<file path="src/shared/lsti_pkg.sv">
// Shared constants, types and helpers of the light sensor threshold block
package lsti_pkg;

	// System clock and measurement step timing
	localparam int unsigned SYS_CLK_PERIOD_NS = 10;
	localparam int unsigned STEP_TIME_US      = 2730;
	localparam int unsigned STEP_CYCLES       =
		(STEP_TIME_US * 1000 + SYS_CLK_PERIOD_NS - 1) / SYS_CLK_PERIOD_NS;
	localparam int unsigned DIV_W             = 19;

	// Field widths
	localparam int unsigned ADDR_W    = 12;
	localparam int unsigned DATA_W    = 32;
	localparam int unsigned SETTING_W = 8;
	localparam int unsigned STEPS_W   = 9;
	localparam int unsigned RESULT_W  = 16;
	localparam int unsigned SAMPLE_W  = 11;
	localparam int unsigned PERS_W    = 4;
	localparam int unsigned CTRL_W    = 5;
	localparam int unsigned STATUS_W  = 2;

	// Numeric limits
	localparam logic [STEPS_W-1:0]  STEP_SPAN  = 9'h100;
	localparam logic [SAMPLE_W-1:0] SAMPLE_MAX = 11'h400;
	localparam logic [RESULT_W-1:0] RESULT_MAX = 16'hffff;
	localparam logic [PERS_W-1:0]   PERS_MAX   = 4'hf;

	// Register byte offsets
	localparam logic [ADDR_W-1:0] OFS_CTRL     = 12'h000;
	localparam logic [ADDR_W-1:0] OFS_INTEG    = 12'h004;
	localparam logic [ADDR_W-1:0] OFS_WAIT     = 12'h008;
	localparam logic [ADDR_W-1:0] OFS_THR_LO   = 12'h00c;
	localparam logic [ADDR_W-1:0] OFS_THR_HI   = 12'h010;
	localparam logic [ADDR_W-1:0] OFS_PERSIST  = 12'h014;
	localparam logic [ADDR_W-1:0] OFS_FS_DATA  = 12'h018;
	localparam logic [ADDR_W-1:0] OFS_IR_DATA  = 12'h01c;
	localparam logic [ADDR_W-1:0] OFS_STATUS   = 12'h020;
	localparam logic [ADDR_W-1:0] OFS_MASK     = 12'h024;
	localparam logic [ADDR_W-1:0] OFS_STATE    = 12'h028;

	// Control register bit positions
	localparam int unsigned CTRL_PON_BIT   = 0;
	localparam int unsigned CTRL_MEAS_BIT  = 1;
	localparam int unsigned CTRL_WAIT_BIT  = 2;
	localparam int unsigned CTRL_INT_BIT   = 3;
	localparam int unsigned CTRL_SLEEP_BIT = 4;

	// Status and mask bit positions
	localparam int unsigned STAT_THR_BIT  = 0;
	localparam int unsigned STAT_DATA_BIT = 1;

	// State readback bit position of the pin level
	localparam int unsigned STATE_PIN_BIT = 2;

	// Reset values
	localparam logic [CTRL_W-1:0]    CTRL_RST    = 5'h00;
	localparam logic [SETTING_W-1:0] INTEG_RST   = 8'hff;
	localparam logic [SETTING_W-1:0] WAIT_RST    = 8'hff;
	localparam logic [RESULT_W-1:0]  THR_LO_RST  = 16'h0000;
	localparam logic [RESULT_W-1:0]  THR_HI_RST  = 16'hffff;
	localparam logic [PERS_W-1:0]    PERS_RST    = 4'h0;
	localparam logic [STATUS_W-1:0]  MASK_RST    = 2'h0;

	// Sequencer states
	typedef enum logic [1:0] {
		FSM_SLEEP = 2'b00,
		FSM_IDLE  = 2'b01,
		FSM_INTEG = 2'b10,
		FSM_WAIT  = 2'b11
	} lsti_state_t;

	// Setting counts down from the top: all ones gives one step
	function automatic logic [STEPS_W-1:0] lsti_steps(
		input logic [SETTING_W-1:0] setting
	);
		return STEP_SPAN - {1'b0, setting};
	endfunction

	// Saturating add of one clamped step sample to a result
	function automatic logic [RESULT_W-1:0] lsti_sat_add(
		input logic [RESULT_W-1:0] acc,
		input logic [SAMPLE_W-1:0] sample
	);
		logic [SAMPLE_W-1:0] clamped;
		logic [RESULT_W:0]   sum;
		clamped = (sample > SAMPLE_MAX) ? SAMPLE_MAX : sample;
		sum = {1'b0, acc} + {6'h00, clamped};
		return sum[RESULT_W] ? RESULT_MAX : sum[RESULT_W-1:0];
	endfunction

endpackage

</file>
<file path="src/shared/lsti_seq_if.sv">
// Sequencer link between the control core, the step timer and the converter
`timescale 1ns/1ns
interface lsti_seq_if;
	import lsti_pkg::*;

	logic                start;     // Load a new step count
	logic                abort;     // Stop the running interval
	logic                integrate; // With start: interval integrates
	logic [STEPS_W-1:0]  steps;     // With start: number of steps
	logic                step;      // One step elapsed
	logic                done;      // Last step of the interval
	logic [RESULT_W-1:0] fs_result; // Full spectrum result
	logic [RESULT_W-1:0] ir_result; // Infrared result
	logic                valid;     // Results ready, one cycle

	// Control core
	modport ctl (output start, abort, integrate, steps,
		input fs_result, ir_result, valid);
	// Step timer
	modport tmr (input start, abort, steps, output step, done);
	// Converter
	modport cnv (input start, abort, integrate, step, done,
		output fs_result, ir_result, valid);
endinterface
</file>
<file path="src/hw/lsti_converter.sv">
// Two integrating channel accumulators running side by side
`timescale 1ns/1ns
module lsti_converter
	import lsti_pkg::*;
(
	// Clock and reset
	input  wire logic                i_sys_clk,
	input  wire logic                i_rst,
	// Per step counts from the two front ends
	input  wire logic [SAMPLE_W-1:0] i_fs_step_counts,
	input  wire logic [SAMPLE_W-1:0] i_ir_step_counts,
	// Sequencer link
	lsti_seq_if.cnv                  seq
);

	typedef struct packed {
		logic                mode;   // Current interval integrates
		logic [RESULT_W-1:0] fs_acc; // Full spectrum running sum
		logic [RESULT_W-1:0] ir_acc; // Infrared running sum
		logic [RESULT_W-1:0] fs_res; // Full spectrum result
		logic [RESULT_W-1:0] ir_res; // Infrared result
		logic                valid;  // Result pulse
	} lsti_cnv_state_t;

	lsti_cnv_state_t q;
	lsti_cnv_state_t d;

	assign seq.fs_result = q.fs_res;
	assign seq.ir_result = q.ir_res;
	assign seq.valid     = q.valid;

	// Both channels accumulate on the same step; sums saturate, never wrap
	always_comb begin
		d       = q;
		d.valid = 1'b0;
		if (seq.abort) begin
			d.mode = 1'b0;
		end else if (seq.start) begin
			d.mode = seq.integrate;
			// A new integration starts from zero
			if (seq.integrate) begin
				d.fs_acc = '0;
				d.ir_acc = '0;
			end
		end else if (seq.step && q.mode) begin
			d.fs_acc = lsti_sat_add(q.fs_acc, i_fs_step_counts);
			d.ir_acc = lsti_sat_add(q.ir_acc, i_ir_step_counts);
			// Last step publishes both sums together
			if (seq.done) begin
				d.fs_res = d.fs_acc;
				d.ir_res = d.ir_acc;
				d.valid  = 1'b1;
				d.mode   = 1'b0;
			end
		end
	end

	// State register
	always_ff @(posedge i_sys_clk) begin
		if (i_rst) begin
			q <= '0;
		end else begin
			q <= d;
		end
	end

endmodule

</file>
<file path="src/hw/lsti_step_timer.sv">
// Step timer shared by the integration and the wait intervals
`timescale 1ns/1ns
module lsti_step_timer
	import lsti_pkg::*;
#(
	parameter int unsigned P_STEP_CYCLES = STEP_CYCLES
) (
	// Clock and reset
	input  wire logic i_sys_clk,
	input  wire logic i_rst,
	// Sequencer link
	lsti_seq_if.tmr   seq
);

	localparam logic [DIV_W-1:0] DIV_LAST = DIV_W'(P_STEP_CYCLES - 1);

	typedef struct packed {
		logic               active; // Interval running
		logic [DIV_W-1:0]   div;    // Cycles within the step
		logic [STEPS_W-1:0] left;   // Steps still to run
	} lsti_tmr_state_t;

	lsti_tmr_state_t q;
	lsti_tmr_state_t d;
	logic            step_c;

	// Step enable pulse and end of interval
	assign step_c   = q.active && (q.div == DIV_LAST);
	assign seq.step = step_c;
	assign seq.done = step_c && (q.left == STEPS_W'(1));

	// Next state: a start restarts the divider so every step is full length
	always_comb begin
		d = q;
		if (seq.abort) begin
			d.active = 1'b0;
		end else if (seq.start) begin
			d.active = 1'b1;
			d.div    = '0;
			d.left   = seq.steps;
		end else if (step_c) begin
			d.div  = '0;
			d.left = q.left - STEPS_W'(1);
			// Last step ends the interval
			if (q.left == STEPS_W'(1)) begin
				d.active = 1'b0;
			end
		end else if (q.active) begin
			d.div = q.div + DIV_W'(1);
		end
	end

	// State register
	always_ff @(posedge i_sys_clk) begin
		if (i_rst) begin
			q <= '0;
		end else begin
			q <= d;
		end
	end

endmodule

</file>
<file path="src/hw/lsti_top.sv">
// Light sensor threshold interrupt core with APB register slave
//
// How it works
// - Both channels integrate together, 16-bit results
// - Finished cycle copies both results to data registers
// - Interrupt appears as a level on its pin
// - Pin asserts only when enabled and event qualified
// - Asserted pin holds until host clears it
// - Event when result above upper or below lower
// - Persistence count of consecutive outside results
// - Pin is open drain, low when asserted
// - Host port answers every transfer without wait states
// - Programmable wait between measurement cycles
// - Optional sleep after interrupt stops measuring
// - Wait is 1 to 256 steps of 2.73 ms
// - Integration 1 to 256 steps, 1024 counts each
`timescale 1ns/1ns
module lsti_top
	import lsti_pkg::*;
#(
	parameter int unsigned P_STEP_CYCLES = STEP_CYCLES
) (
	// Clock and reset
	input  wire logic                i_sys_clk,
	input  wire logic                i_rst,
	// APB slave
	input  wire logic                i_psel,
	input  wire logic                i_penable,
	input  wire logic                i_pwrite,
	input  wire logic [ADDR_W-1:0]   i_paddr,
	input  wire logic [DATA_W-1:0]   i_pwdata,
	output logic                     o_pready,
	output logic      [DATA_W-1:0]   o_prdata,
	output logic                     o_pslverr,
	// Per step counts from the photodiode front ends
	input  wire logic [SAMPLE_W-1:0] i_fs_step_counts,
	input  wire logic [SAMPLE_W-1:0] i_ir_step_counts,
	// Open drain interrupt pin, active low
	input  wire logic                i_int_n_i,
	output logic                     o_int_n_o,
	output logic                     o_int_n_oe,
	// Maskable system interrupt
	output logic                     o_irq
);

	// All state of the control core; timer and converter keep their own
	typedef struct packed {
		lsti_state_t          fsm;      // Sequencer state
		logic [CTRL_W-1:0]    ctrl;     // Control bits
		logic [SETTING_W-1:0] integ;    // Integration length setting
		logic [SETTING_W-1:0] wait_len; // Wait length setting
		logic [RESULT_W-1:0]  thr_lo;   // Lower threshold
		logic [RESULT_W-1:0]  thr_hi;   // Upper threshold
		logic [PERS_W-1:0]    persist;  // Needed consecutive hits
		logic [PERS_W-1:0]    hits;     // Consecutive outside count
		logic [RESULT_W-1:0]  fs_data;  // Full spectrum data
		logic [RESULT_W-1:0]  ir_data;  // Infrared data
		logic [STATUS_W-1:0]  status;   // Sticky events
		logic [STATUS_W-1:0]  mask;     // Event mask
		logic                 pin_act;  // Interrupt pin asserted
		logic                 irq;      // System interrupt level
		logic [DATA_W-1:0]    prdata;   // Read data
	} lsti_top_state_t;

	localparam lsti_top_state_t RST_STATE = '{
		fsm:      FSM_SLEEP,
		ctrl:     CTRL_RST,
		integ:    INTEG_RST,
		wait_len: WAIT_RST,
		thr_lo:   THR_LO_RST,
		thr_hi:   THR_HI_RST,
		persist:  PERS_RST,
		hits:     '0,
		fs_data:  '0,
		ir_data:  '0,
		status:   '0,
		mask:     MASK_RST,
		pin_act:  1'b0,
		irq:      1'b0,
		prdata:   '0
	};

	lsti_top_state_t q;
	lsti_top_state_t d;

	// Sequencer link shared with the timer and the converter
	lsti_seq_if seq ();

	// Bus decode
	logic                setup_c;  // APB setup phase
	logic                access_c; // APB access phase
	logic                mapped_c; // Address hits a register
	logic                wr_c;     // Write takes effect now
	logic [DATA_W-1:0]   rd_c;     // Read value of the address
	// Sequencer requests
	logic                start_c;
	logic                integ_c;
	logic [STEPS_W-1:0]  steps_c;
	logic                abort_c;
	// Event evaluation
	logic                outside_c;
	logic [PERS_W-1:0]   need_c;
	logic                thr_evt_c;
	logic [STATUS_W-1:0] clr_c;
	logic [STATUS_W-1:0] set_c;

	// Step timer for integration and wait intervals
	lsti_step_timer #(
		.P_STEP_CYCLES (P_STEP_CYCLES)
	) u_timer (
		.i_sys_clk (i_sys_clk),
		.i_rst     (i_rst),
		.seq       (seq.tmr)
	);

	// Dual channel converter
	lsti_converter u_conv (
		.i_sys_clk        (i_sys_clk),
		.i_rst            (i_rst),
		.i_fs_step_counts (i_fs_step_counts),
		.i_ir_step_counts (i_ir_step_counts),
		.seq              (seq.cnv)
	);

	assign seq.start     = start_c;
	assign seq.abort     = abort_c;
	assign seq.integrate = integ_c;
	assign seq.steps     = steps_c;

	// APB phases; the slave never inserts wait states
	assign setup_c  = i_psel && !i_penable;
	assign access_c = i_psel && i_penable;
	assign wr_c     = access_c && i_pwrite && mapped_c;

	// Register read mux; unmapped addresses read zero and flag an error
	always_comb begin
		rd_c     = '0;
		mapped_c = 1'b1;
		unique case (i_paddr)
			OFS_CTRL:    rd_c[CTRL_W-1:0]    = q.ctrl;
			OFS_INTEG:   rd_c[SETTING_W-1:0] = q.integ;
			OFS_WAIT:    rd_c[SETTING_W-1:0] = q.wait_len;
			OFS_THR_LO:  rd_c[RESULT_W-1:0]  = q.thr_lo;
			OFS_THR_HI:  rd_c[RESULT_W-1:0]  = q.thr_hi;
			OFS_PERSIST: rd_c[PERS_W-1:0]    = q.persist;
			OFS_FS_DATA: rd_c[RESULT_W-1:0]  = q.fs_data;
			OFS_IR_DATA: rd_c[RESULT_W-1:0]  = q.ir_data;
			OFS_STATUS:  rd_c[STATUS_W-1:0]  = q.status;
			OFS_MASK:    rd_c[STATUS_W-1:0]  = q.mask;
			OFS_STATE: begin
				rd_c[1:0]           = q.fsm;
				rd_c[STATE_PIN_BIT] = i_int_n_i;
			end
			default: mapped_c = 1'b0;
		endcase
	end

	// Threshold test on the fresh full spectrum result
	assign outside_c = (seq.fs_result > q.thr_hi) ||
		(seq.fs_result < q.thr_lo);
	// A persistence of zero still needs one outside result
	assign need_c    = (q.persist == '0) ? PERS_W'(1) : q.persist;

	// Sequencer: measure, optionally wait, repeat, or fall asleep
	always_comb begin
		start_c   = 1'b0;
		integ_c   = 1'b0;
		steps_c   = lsti_steps(q.integ);
		abort_c   = 1'b0;
		thr_evt_c = 1'b0;
		d         = q;
		d.prdata  = q.prdata;

		// Register writes take effect at the access edge
		clr_c = '0;
		if (wr_c) begin
			unique case (i_paddr)
				OFS_CTRL:    d.ctrl     = i_pwdata[CTRL_W-1:0];
				OFS_INTEG:   d.integ    = i_pwdata[SETTING_W-1:0];
				OFS_WAIT:    d.wait_len = i_pwdata[SETTING_W-1:0];
				OFS_THR_LO:  d.thr_lo   = i_pwdata[RESULT_W-1:0];
				OFS_THR_HI:  d.thr_hi   = i_pwdata[RESULT_W-1:0];
				OFS_PERSIST: d.persist  = i_pwdata[PERS_W-1:0];
				OFS_STATUS:  clr_c      = i_pwdata[STATUS_W-1:0];
				OFS_MASK:    d.mask     = i_pwdata[STATUS_W-1:0];
				default: ;
			endcase
		end

		// Host clear of the threshold event restarts qualification
		if (clr_c[STAT_THR_BIT]) begin
			d.hits = '0;
		end

		// New results: publish, compare, qualify
		if (seq.valid) begin
			d.fs_data = seq.fs_result;
			d.ir_data = seq.ir_result;
			if (outside_c) begin
				// Saturate so a long excursion cannot wrap to zero
				if (q.hits != PERS_MAX) begin
					d.hits = q.hits + PERS_W'(1);
				end
				thr_evt_c = ((q.hits + PERS_W'(1)) >= need_c) ||
					(q.hits == PERS_MAX);
			end else begin
				d.hits = '0;
			end
		end

		// Sticky status: an event in the clearing cycle survives
		set_c                = '0;
		set_c[STAT_THR_BIT]  = thr_evt_c;
		set_c[STAT_DATA_BIT] = seq.valid;
		d.status = (q.status & ~clr_c) | set_c;

		// Sequencer transitions
		unique case (q.fsm)
			FSM_SLEEP: begin
				// Leave sleep once powered and either the event is cleared or the sleep bit is off
				if (d.ctrl[CTRL_PON_BIT] && !d.status[STAT_THR_BIT]) begin
					d.fsm = FSM_IDLE;
				end else if (d.ctrl[CTRL_PON_BIT] &&
					!d.ctrl[CTRL_SLEEP_BIT]) begin
					d.fsm = FSM_IDLE;
				end
			end
			FSM_IDLE: begin
				if (d.ctrl[CTRL_PON_BIT] && d.ctrl[CTRL_MEAS_BIT]) begin
					start_c = 1'b1;
					integ_c = 1'b1;
					steps_c = lsti_steps(d.integ);
					d.fsm   = FSM_INTEG;
				end
			end
			FSM_INTEG: begin
				if (seq.valid) begin
					if (thr_evt_c && d.ctrl[CTRL_SLEEP_BIT]) begin
						d.fsm = FSM_SLEEP;
					end else if (d.ctrl[CTRL_WAIT_BIT]) begin
						start_c = 1'b1;
						steps_c = lsti_steps(d.wait_len);
						d.fsm   = FSM_WAIT;
					end else begin
						start_c = 1'b1;
						integ_c = 1'b1;
						steps_c = lsti_steps(d.integ);
					end
				end
			end
			FSM_WAIT: begin
				if (seq.done) begin
					start_c = 1'b1;
					integ_c = 1'b1;
					steps_c = lsti_steps(d.integ);
					d.fsm   = FSM_INTEG;
				end
			end
		endcase

		// Power off or measurement disable stops any interval at once
		if (q.fsm != FSM_SLEEP && !d.ctrl[CTRL_PON_BIT]) begin
			abort_c = 1'b1;
			start_c = 1'b0;
			d.fsm   = FSM_SLEEP;
		end else if ((q.fsm == FSM_INTEG || q.fsm == FSM_WAIT) &&
			!d.ctrl[CTRL_MEAS_BIT] && d.fsm != FSM_SLEEP) begin
			abort_c = 1'b1;
			start_c = 1'b0;
			d.fsm   = FSM_IDLE;
		end

		// Pin follows the sticky event only while enabled
		d.pin_act = d.ctrl[CTRL_INT_BIT] &&
			d.status[STAT_THR_BIT];
		// System interrupt: any unmasked sticky event
		d.irq = |(d.status & d.mask);

		// Read data is caught in setup so it stands through access
		if (setup_c) begin
			d.prdata = rd_c;
		end
	end

	// State register
	always_ff @(posedge i_sys_clk) begin
		if (i_rst) begin
			q <= RST_STATE;
		end else begin
			q <= d;
		end
	end

	// APB answers in the first access cycle; host rate needs no throttle
	assign o_pready  = 1'b1;
	assign o_pslverr = access_c && !mapped_c;
	assign o_prdata  = q.prdata;

	// Open drain: only ever pulls low, released otherwise
	assign o_int_n_o  = 1'b0;
	assign o_int_n_oe = q.pin_act;
	assign o_irq      = q.irq;

endmodule

</file>
<file path="config.mk">
export PLATFORM = sky130hd
export DESIGN_NAME = lsti_top
export DESIGN_NICKNAME = d
export VERILOG_FILES = /design/src/shared/lsti_pkg.sv /design/src/shared/lsti_seq_if.sv /design/src/hw/lsti_converter.sv /design/src/hw/lsti_step_timer.sv /design/src/hw/lsti_top.sv
export SDC_FILE = /design/constraint.sdc
export NUM_CORES = 1
export LEC_CHECK = 0
export ABC_CLOCK_PERIOD_IN_PS = 4900
export BUFFER_PORTS_ARGS = -buffer_cell sky130_fd_sc_hd__buf_2
export CORE_AREA = 2 2 147 149
export CTS_CLUSTER_DIAMETER = 80
export DETAILED_ROUTE_END_ITERATION = 10
export DIE_AREA = 0 0 149 151
export PLACE_DENSITY = 0.8
export SYNTH_ARGS = -nofsm -noshare
export SYNTH_HDL_FRONTEND = slang
export SYNTH_SLANG_ARGS = --single-unit
</file>
<file path="constraint.sdc">
create_clock -name i_sys_clk -period 4.9 [get_ports i_sys_clk]
set_input_delay 0 -clock i_sys_clk [delete_from_list [all_inputs] [get_ports i_sys_clk]]
set_output_delay 0 -clock i_sys_clk [all_outputs]
set_load 0.02 [all_outputs]
</file>
== Word-level counts from Yosys, hierarchy flattened ==
Index checks and enable logic that the tools add are counted.
Word-level totals
  flip-flop bits (word level): 212
  bits in latches: 0
  bits in read-only memories: 0
  memory bits (writable): 0
  logic and storage cells: 181
  memories: 0
  input port bits: 72
Operators by class
  multiply operators: 0
  shifts and indexed selects: 0
  muxes and demuxes: 68
  $lt $le $gt $ge: 5
  eq/ne operators: 18
  add/sub/neg operators: 8
  reductions and logical operators: 50
  div/mod/pow operators: 0
  bitwise operators: 7
Operator list (number)
  2-to-1 mux 33 bit: 2
  2-to-1 mux 66 bit: 1
  2-to-1 mux 16 bit: 4
  2-to-1 mux 57 bit: 1
  2-to-1 mux 9 bit: 6
  == test 12 x 5 -> 1 bit, second input constant: 4
  2-to-1 mux 19 bit: 2
  == test 12 x 6 -> 1 bit, second input constant: 3
  2-to-1 mux 36 bit: 1
  adder 16 x 11 -> 17 bit: 2
  2-to-1 mux 32 bit: 1
  one-hot mux 8 bit (4 select lines): 1
  2-to-1 mux 29 bit: 1
  one-hot mux 9 bit (3 select lines): 1
  subtractor 9 x 8 -> 9 bit, first input constant: 3
  == test 12 x 4 -> 1 bit, second input constant: 2
  > comparator 11 bit, second input constant: 2
  2-to-1 mux 11 bit: 2
  2-to-1 mux 2 bit: 11
  one-hot mux 2 bit (11 select lines): 1
  2-to-1 mux 4 bit: 5
  adder 19 x 1 -> 19 bit, second input constant: 1
  == test 19 bit, second input constant: 1
  2-to-1 mux 1 bit: 18
  other kinds (39): 80

== Longest topological paths before layout ==
  word-level depth: 18
  gate-level depth with buffers: 16
  depth with buffers taken out: 14

== By module ==
From an unflattened synthesis, not the netlist that was laid out.
Second synthesis, totals
  cells, all modules: 1547
  area total of the unflattened synthesis: 12603.3 µm²
By module, submodules not included
  lsti_top: times used 1, cells each 853, area each 6945.4 µm²
  lsti_converter: times used 1, cells each 498, area each 4077.7 µm²
  lsti_step_timer: times used 1, cells each 196, area each 1580.3 µm²

== Worst setup path after synthesis ==
No wires, ideal clock.
  path kind: input to register
  from: input port i_paddr[2]
  to: register u_timer.q[6] in the netlist's numbering
  arrival: 3506 ps
  required time: 4797 ps
  cell stages on the path: 14
  setup slack: 1291 ps
  cells stage by stage: buf_2 or4b_1 or3_1 clkbuf_1 nor2_4 mux2i_1 ha_1 or4bb_1 xnor2_1 o21ai_0 o21ai_0 o221ai_1 mux2i_1 a2111oi_2
On the way
  word-level cells in the longest chain between the ends: 18
  elaborated cells on any way between the ends: 62
  those cells by class: add/sub (2); eq/ne (10); mux (29); bitwise (4); reduce/logical (17)
RTL lines
  start: declaration: RTL line lsti_top.sv:30  | input wire logic [ADDR_W-1:0] i_paddr,
  == test 12 x 5 -> 1 bit, or another cell as far along: RTL line lsti_top.sv:139  | unique case (i_paddr)
  OR reduction 11 bit (no source line)
  2-to-1 mux 1 bit: RTL line lsti_top.sv:139
  logical AND 1 bit: RTL line lsti_top.sv:133  | assign wr_c = access_c && i_pwrite && mapped_c;
  2-to-1 mux 2 bit: RTL line lsti_top.sv:176  | if (wr_c) begin
  NOT 2 bit: RTL line lsti_top.sv:215  | d.status = (q.status & ~clr_c) | set_c;
  bitwise AND 2 bit: RTL line lsti_top.sv:215
  bitwise OR 2 bit: RTL line lsti_top.sv:215
  [2 not listed]
  2-to-1 mux 2 bit: RTL line lsti_top.sv:221  | if (d.ctrl[CTRL_PON_BIT] && !d.status[STAT_THR_BIT]) begin
  one-hot mux 2 bit (4 select lines): RTL line lsti_top.sv:218  | unique case (q.fsm)
  nonzero test 2 bit: RTL line lsti_top.sv:267  | !d.ctrl[CTRL_MEAS_BIT] && d.fsm != FSM_SLEEP) begin
  logical AND 1 bit: RTL line lsti_top.sv:267
  2-to-1 mux 1 bit: RTL line lsti_top.sv:266  | end else if ((q.fsm == FSM_INTEG || q.fsm == FSM_WAIT) &&
  2-to-1 mux 1 bit: RTL line lsti_top.sv:262  | if (q.fsm != FSM_SLEEP && !d.ctrl[CTRL_PON_BIT]) begin
  nonzero test 2 bit (no source line) / NOT 1 bit (equally long branches)
  AND reduction 2 bit (no source line)
  end signal: assignment: RTL line lsti_step_timer.sv:56  | q <= '0;
  end signal: assignment: RTL line lsti_step_timer.sv:58  | q <= d;
  end: declaration: RTL line lsti_step_timer.sv:23  | lsti_tmr_state_t q;
Parallel ways exist; a longest one is shown, timed or not.
A chain may end at the register's enable or synchronous reset.

== Worst setup path in the final report ==
  from: register q[93] in the netlist's numbering
  to: register u_timer.q[0] in the netlist's numbering
On the way
  word-level cells in the longest chain between the ends: 15
  elaborated cells on any way between the ends: 28
  those cells by class: order compare (1); mux (17); bitwise (2); reduce/logical (8)
RTL lines
  start: declaration: RTL line lsti_top.sv:83  | lsti_top_state_t q;
  start signal: assignment: RTL line lsti_top.sv:288  | q <= RST_STATE;
  start signal: assignment: RTL line lsti_top.sv:290  | q <= d;
  > comparator 16 bit (*): RTL line lsti_top.sv:159  | assign outside_c = (seq.fs_result > q.thr_hi) ||
  logical OR 1 bit (*): RTL line lsti_top.sv:159
  2-to-1 mux 1 bit (*): RTL line lsti_top.sv:199  | if (outside_c) begin
  2-to-1 mux 1 bit (*): RTL line lsti_top.sv:196  | if (seq.valid) begin
  bitwise OR 2 bit: RTL line lsti_top.sv:215
  zero test 1 bit: RTL line lsti_top.sv:221
  logical AND 1 bit: RTL line lsti_top.sv:221
  2-to-1 mux 2 bit: RTL line lsti_top.sv:221
  one-hot mux 2 bit (4 select lines): RTL line lsti_top.sv:218
  nonzero test 2 bit: RTL line lsti_top.sv:267
  logical AND 1 bit: RTL line lsti_top.sv:267
  2-to-1 mux 1 bit: RTL line lsti_top.sv:266
  2-to-1 mux 1 bit: RTL line lsti_top.sv:262
  nonzero test 2 bit (no source line) / NOT 1 bit (equally long branches)
  AND reduction 2 bit (no source line)
Every way passes the cells marked *; elsewhere a longest branch is shown, timed or not.

==> results.sh <==
export IMPL_antenna_cells=0
export IMPL_ir_worst_vdd_v=0.000243
export IMPL_leakagePower_nw=5.25
export IMPL_drive_above_1_share_pct=11.4
export IMPL_areaGrowthSynthToFinish_pct=10.6
export IMPL_core_area_mm2=0.0208
export IMPL_initial_core_util_pct=60.0
export IMPL_worstPathRequired_ns=5.33
export IMPL_slowest_stage="or4_1"
export IMPL_routed_wl_um=35000
export IMPL_die_area_mm2=0.0225
export IMPL_stdcell_area_mm2=0.0138
export IMPL_holdPathEnd="o_prdata[2]"
export IMPL_synth_area_mm2=0.0125
export IMPL_status="finished, final reports clean"
export IMPL_grt_overflow_total=0
export IMPL_syn_instance_count=1521
export IMPL_hold_violations=0
export IMPL_drt_pass1_iter_count=5
export IMPL_worstSetupEndpointType="register"
export IMPL_grt_start_max_net_pins=95
export IMPL_hold_start="i_int_n_i"
export IMPL_synth_cell_types=86
export IMPL_cts_tree="built"
export IMPL_placed_area_mm2=0.0129
export IMPL_vias=11700
export IMPL_timing_rr_start="q[93]"
export IMPL_path_max_fanout=20
export IMPL_hold_class="in2reg"
export IMPL_final_cell_mix="211 x dfxtp_1, 166 x nand2_1, 162 x nor2_1, 98 x a21oi_1, 73 x buf_2"
export IMPL_start_kind="register"
export IMPL_nNetsFinal=1707
export IMPL_seq_area_frac_synth_pct=34.0
export IMPL_clk_latency_ns=0.52
export IMPL_rows=53
export IMPL_die_y_um=151
export IMPL_drc=0
export IMPL_reg2reg_depth=13
export IMPL_yosysWarnings=0
export IMPL_cts_resized=0
export IMPL_regArea_mm2=0.00425
export IMPL_ys_top_cells_by_area="dfxtp_1 34%, ha_1 6.4%, mux2i_1 5.4%"
export IMPL_cp_arrival_ns=4.56
export IMPL_power_total_w=0.00365
export IMPL_synthArstFlopShare_pct=0
export IMPL_crit_chain="inv_1, ha_1, nand4_1, or4_1, or2_2, o31a_1, o2111ai_1, a31o_2, buf_4, a21oi_1, buf_4, or2_2, o221ai_1"
export IMPL_antenna_found_initial=0
export IMPL_clock_skew_ns=0.0194
export IMPL_setup_viol=0
export IMPL_synth_top_area_share_pct=34.0
export IMPL_cts_buffers=23
export IMPL_clock_path_buffers=3
export IMPL_io_pin_count=109
export IMPL_synth_edf_count=0
export IMPL_die_x_um=149
export IMPL_io_buffer_count=74
export IMPL_htreeDepth=1
export IMPL_fin_crit_sh_pct=84.4
export IMPL_synth_top_area_cell="dfxtp_1"
export IMPL_post_drt_wl_per_cell_um=18.8
export IMPL_tns_ns=0
export IMPL_clkTransAtPathRegs_ns=0.06
export IMPL_fillCellCount=1774
export IMPL_hpwl_um=24700
export IMPL_min_period_ns=4.14
export IMPL_max_stage_delay_ns=0.58
export IMPL_root_buffer="clkbuf_16"
export IMPL_grtUsageTotal_pct=30.6
export IMPL_syn_area_per_cell_um2=8.21
export IMPL_tightest_slew_ns=1.10
export IMPL_hold_depth=5
export IMPL_viasPerCell=6.27
export IMPL_cap_violations=0
export IMPL_rr_endpoint="u_timer.q[0]"
export IMPL_grt_setup_unrepaired="no"
export IMPL_whs_ns=0.0362
export IMPL_final_common_cell="dfxtp_1"
export IMPL_layout_cells_non_filler=1861
export IMPL_rrSetupSlack_ns=0.76
export IMPL_detail_route_antenna_nets=0
export IMPL_synthFlopType="dfxtp_1"
export IMPL_placedCellCount=1801
export IMPL_gp_congestion=0.959
export IMPL_cts_sinks=212
export IMPL_maxSlewViolCount=0
export IMPL_grt_pass1_wl_um=55400
export IMPL_ys_ff_latch=212
export IMPL_criticalPathCategory="reg2reg"
export IMPL_drt_initial_drc_count=1076
export IMPL_p_per_area_mw_per_mm2=265
export IMPL_fmax_mhz=242
export IMPL_slew_headroom_pct=25.9
export IMPL_multiInputGateArea_mm2=0.00750
export IMPL_first_global_vias=10700
-- worst max-delay path, delay by kind of cell (launching register included) --
family	cells	cell delay [ns]
simple gates	4	1.50
compound gates	5	1.34
fa+ha+maj	1	0.29
flops	1	0.34
buf+inv	3	0.56
-- power by group --
group / switching (W) / internal [W]
registers: 0.00000186 / 0.00173
logic: 0.000125 / 0.0000598
clock network: 0.000718 / 0.00102
total: 0.000845 / 0.00281
-- state kept, by name (all words and copies together) (netlist names) --
signal,cells
u_conv.seq.valid,1
o_prdata,16
u_conv.q,33
u_conv.seq.fs_result,16
u_conv.seq.ir_result,16
u_timer.q,29
o_irq,1
q,99
o_int_n_oe,1
-- per-stage QoR --
step | util, % | worst slack [ns]
detailed placement | 61.9 | 0.805
global placement | 61.9 | 0.893
floorplan | - | 1.29
global route | 66.3 | 0.535
finish | 66.3 | 0.764
CTS | 66.3 | 0.769
-- worst max-delay path by stage --
stage	start	endpoint	cells past startpoint
4_1_cts	q[93]	u_timer.q[0]	13
2_1_floorplan	i_paddr[2]	u_timer.q[6]	14
3_3_place_gp	q[93]	u_timer.q[0]	13
3_5_place_dp	i_paddr[2]	u_timer.q[6]	13
6_report	q[93]	u_timer.q[0]	13
5_1_grt	q[93]	u_timer.q[0]	13
-- cell usage after synthesis (6+ instances only) --
cell and number:
nand3_1 50, clkbuf_1 54, and2_1 15, mux2i_1 67, a221oi_1 11, a22o_1 10, nor2_1 162, a211oi_1 18
a311oi_1 6, nand2b_1 8, o21ai_0 54, o31ai_1 10, ha_1 64, o211ai_1 20, dfxtp_1 212, a21o_1 13
o21a_1 6, a31oi_1 10, nor4_1 17, nand4_1 16, nor2b_1 32, and3_1 12, xor2_1 19, or3_1 7
a22oi_1 39, nand2_1 166, o2bb2ai_1 9, o31a_1 6, inv_1 60, nor3_1 39, a21oi_1 98, buf_2 13
xnor2_1 34, buf_4 37, or4_1 7, or2_2 10
-- final cells by class --
cell class                 count  area share, %
multi-input combinational   1154           54.3
sequential                   212           30.8
timing repair buffer         118           5.42
clock buffer                  34           4.69
tap                          275           2.49
inverter                      60           1.63
clock inverter                 8          0.698
-- metal layers --
metal / up-vias / wire length (um) / global-route usage, %
met5: - / 0 / 0
met4: 0 / 1080 / 10.7
met3: 85 / 2980 / 4.46
met2: 563 / 15600 / 49.7
met1: 5508 / 15400 / 41.8
li1: 5521 / - / -
-- timing repair --
action / CTS / global route
setup buffers: 0 / 0
endpoints found under the hold margin: 69 / 0
hold buffers: 18 / 0
-- logic make-up (layout without fill, tap and decap cells) --
| group | after synthesis | after routing | share of synthesized area (%) |
|---|---|---|---|
| multiplexers | 73 | 73 | 5.94 |
| adder cells (fa/ha/maj) | 66 | 66 | 6.74 |
| AND/OR/NAND/NOR | 574 | 574 | 22.5 |
| XOR/XNOR | 53 | 53 | 3.72 |
| AO/OA/AOI/OAI | 370 | 370 | 20.4 |
| flip-flops | 212 | 212 | 34.0 |
| other | 2 | 18 | 0.0602 |
| buffers and inverters | 171 | 220 | 6.63 |
Power figures use the tool's default switching activity.
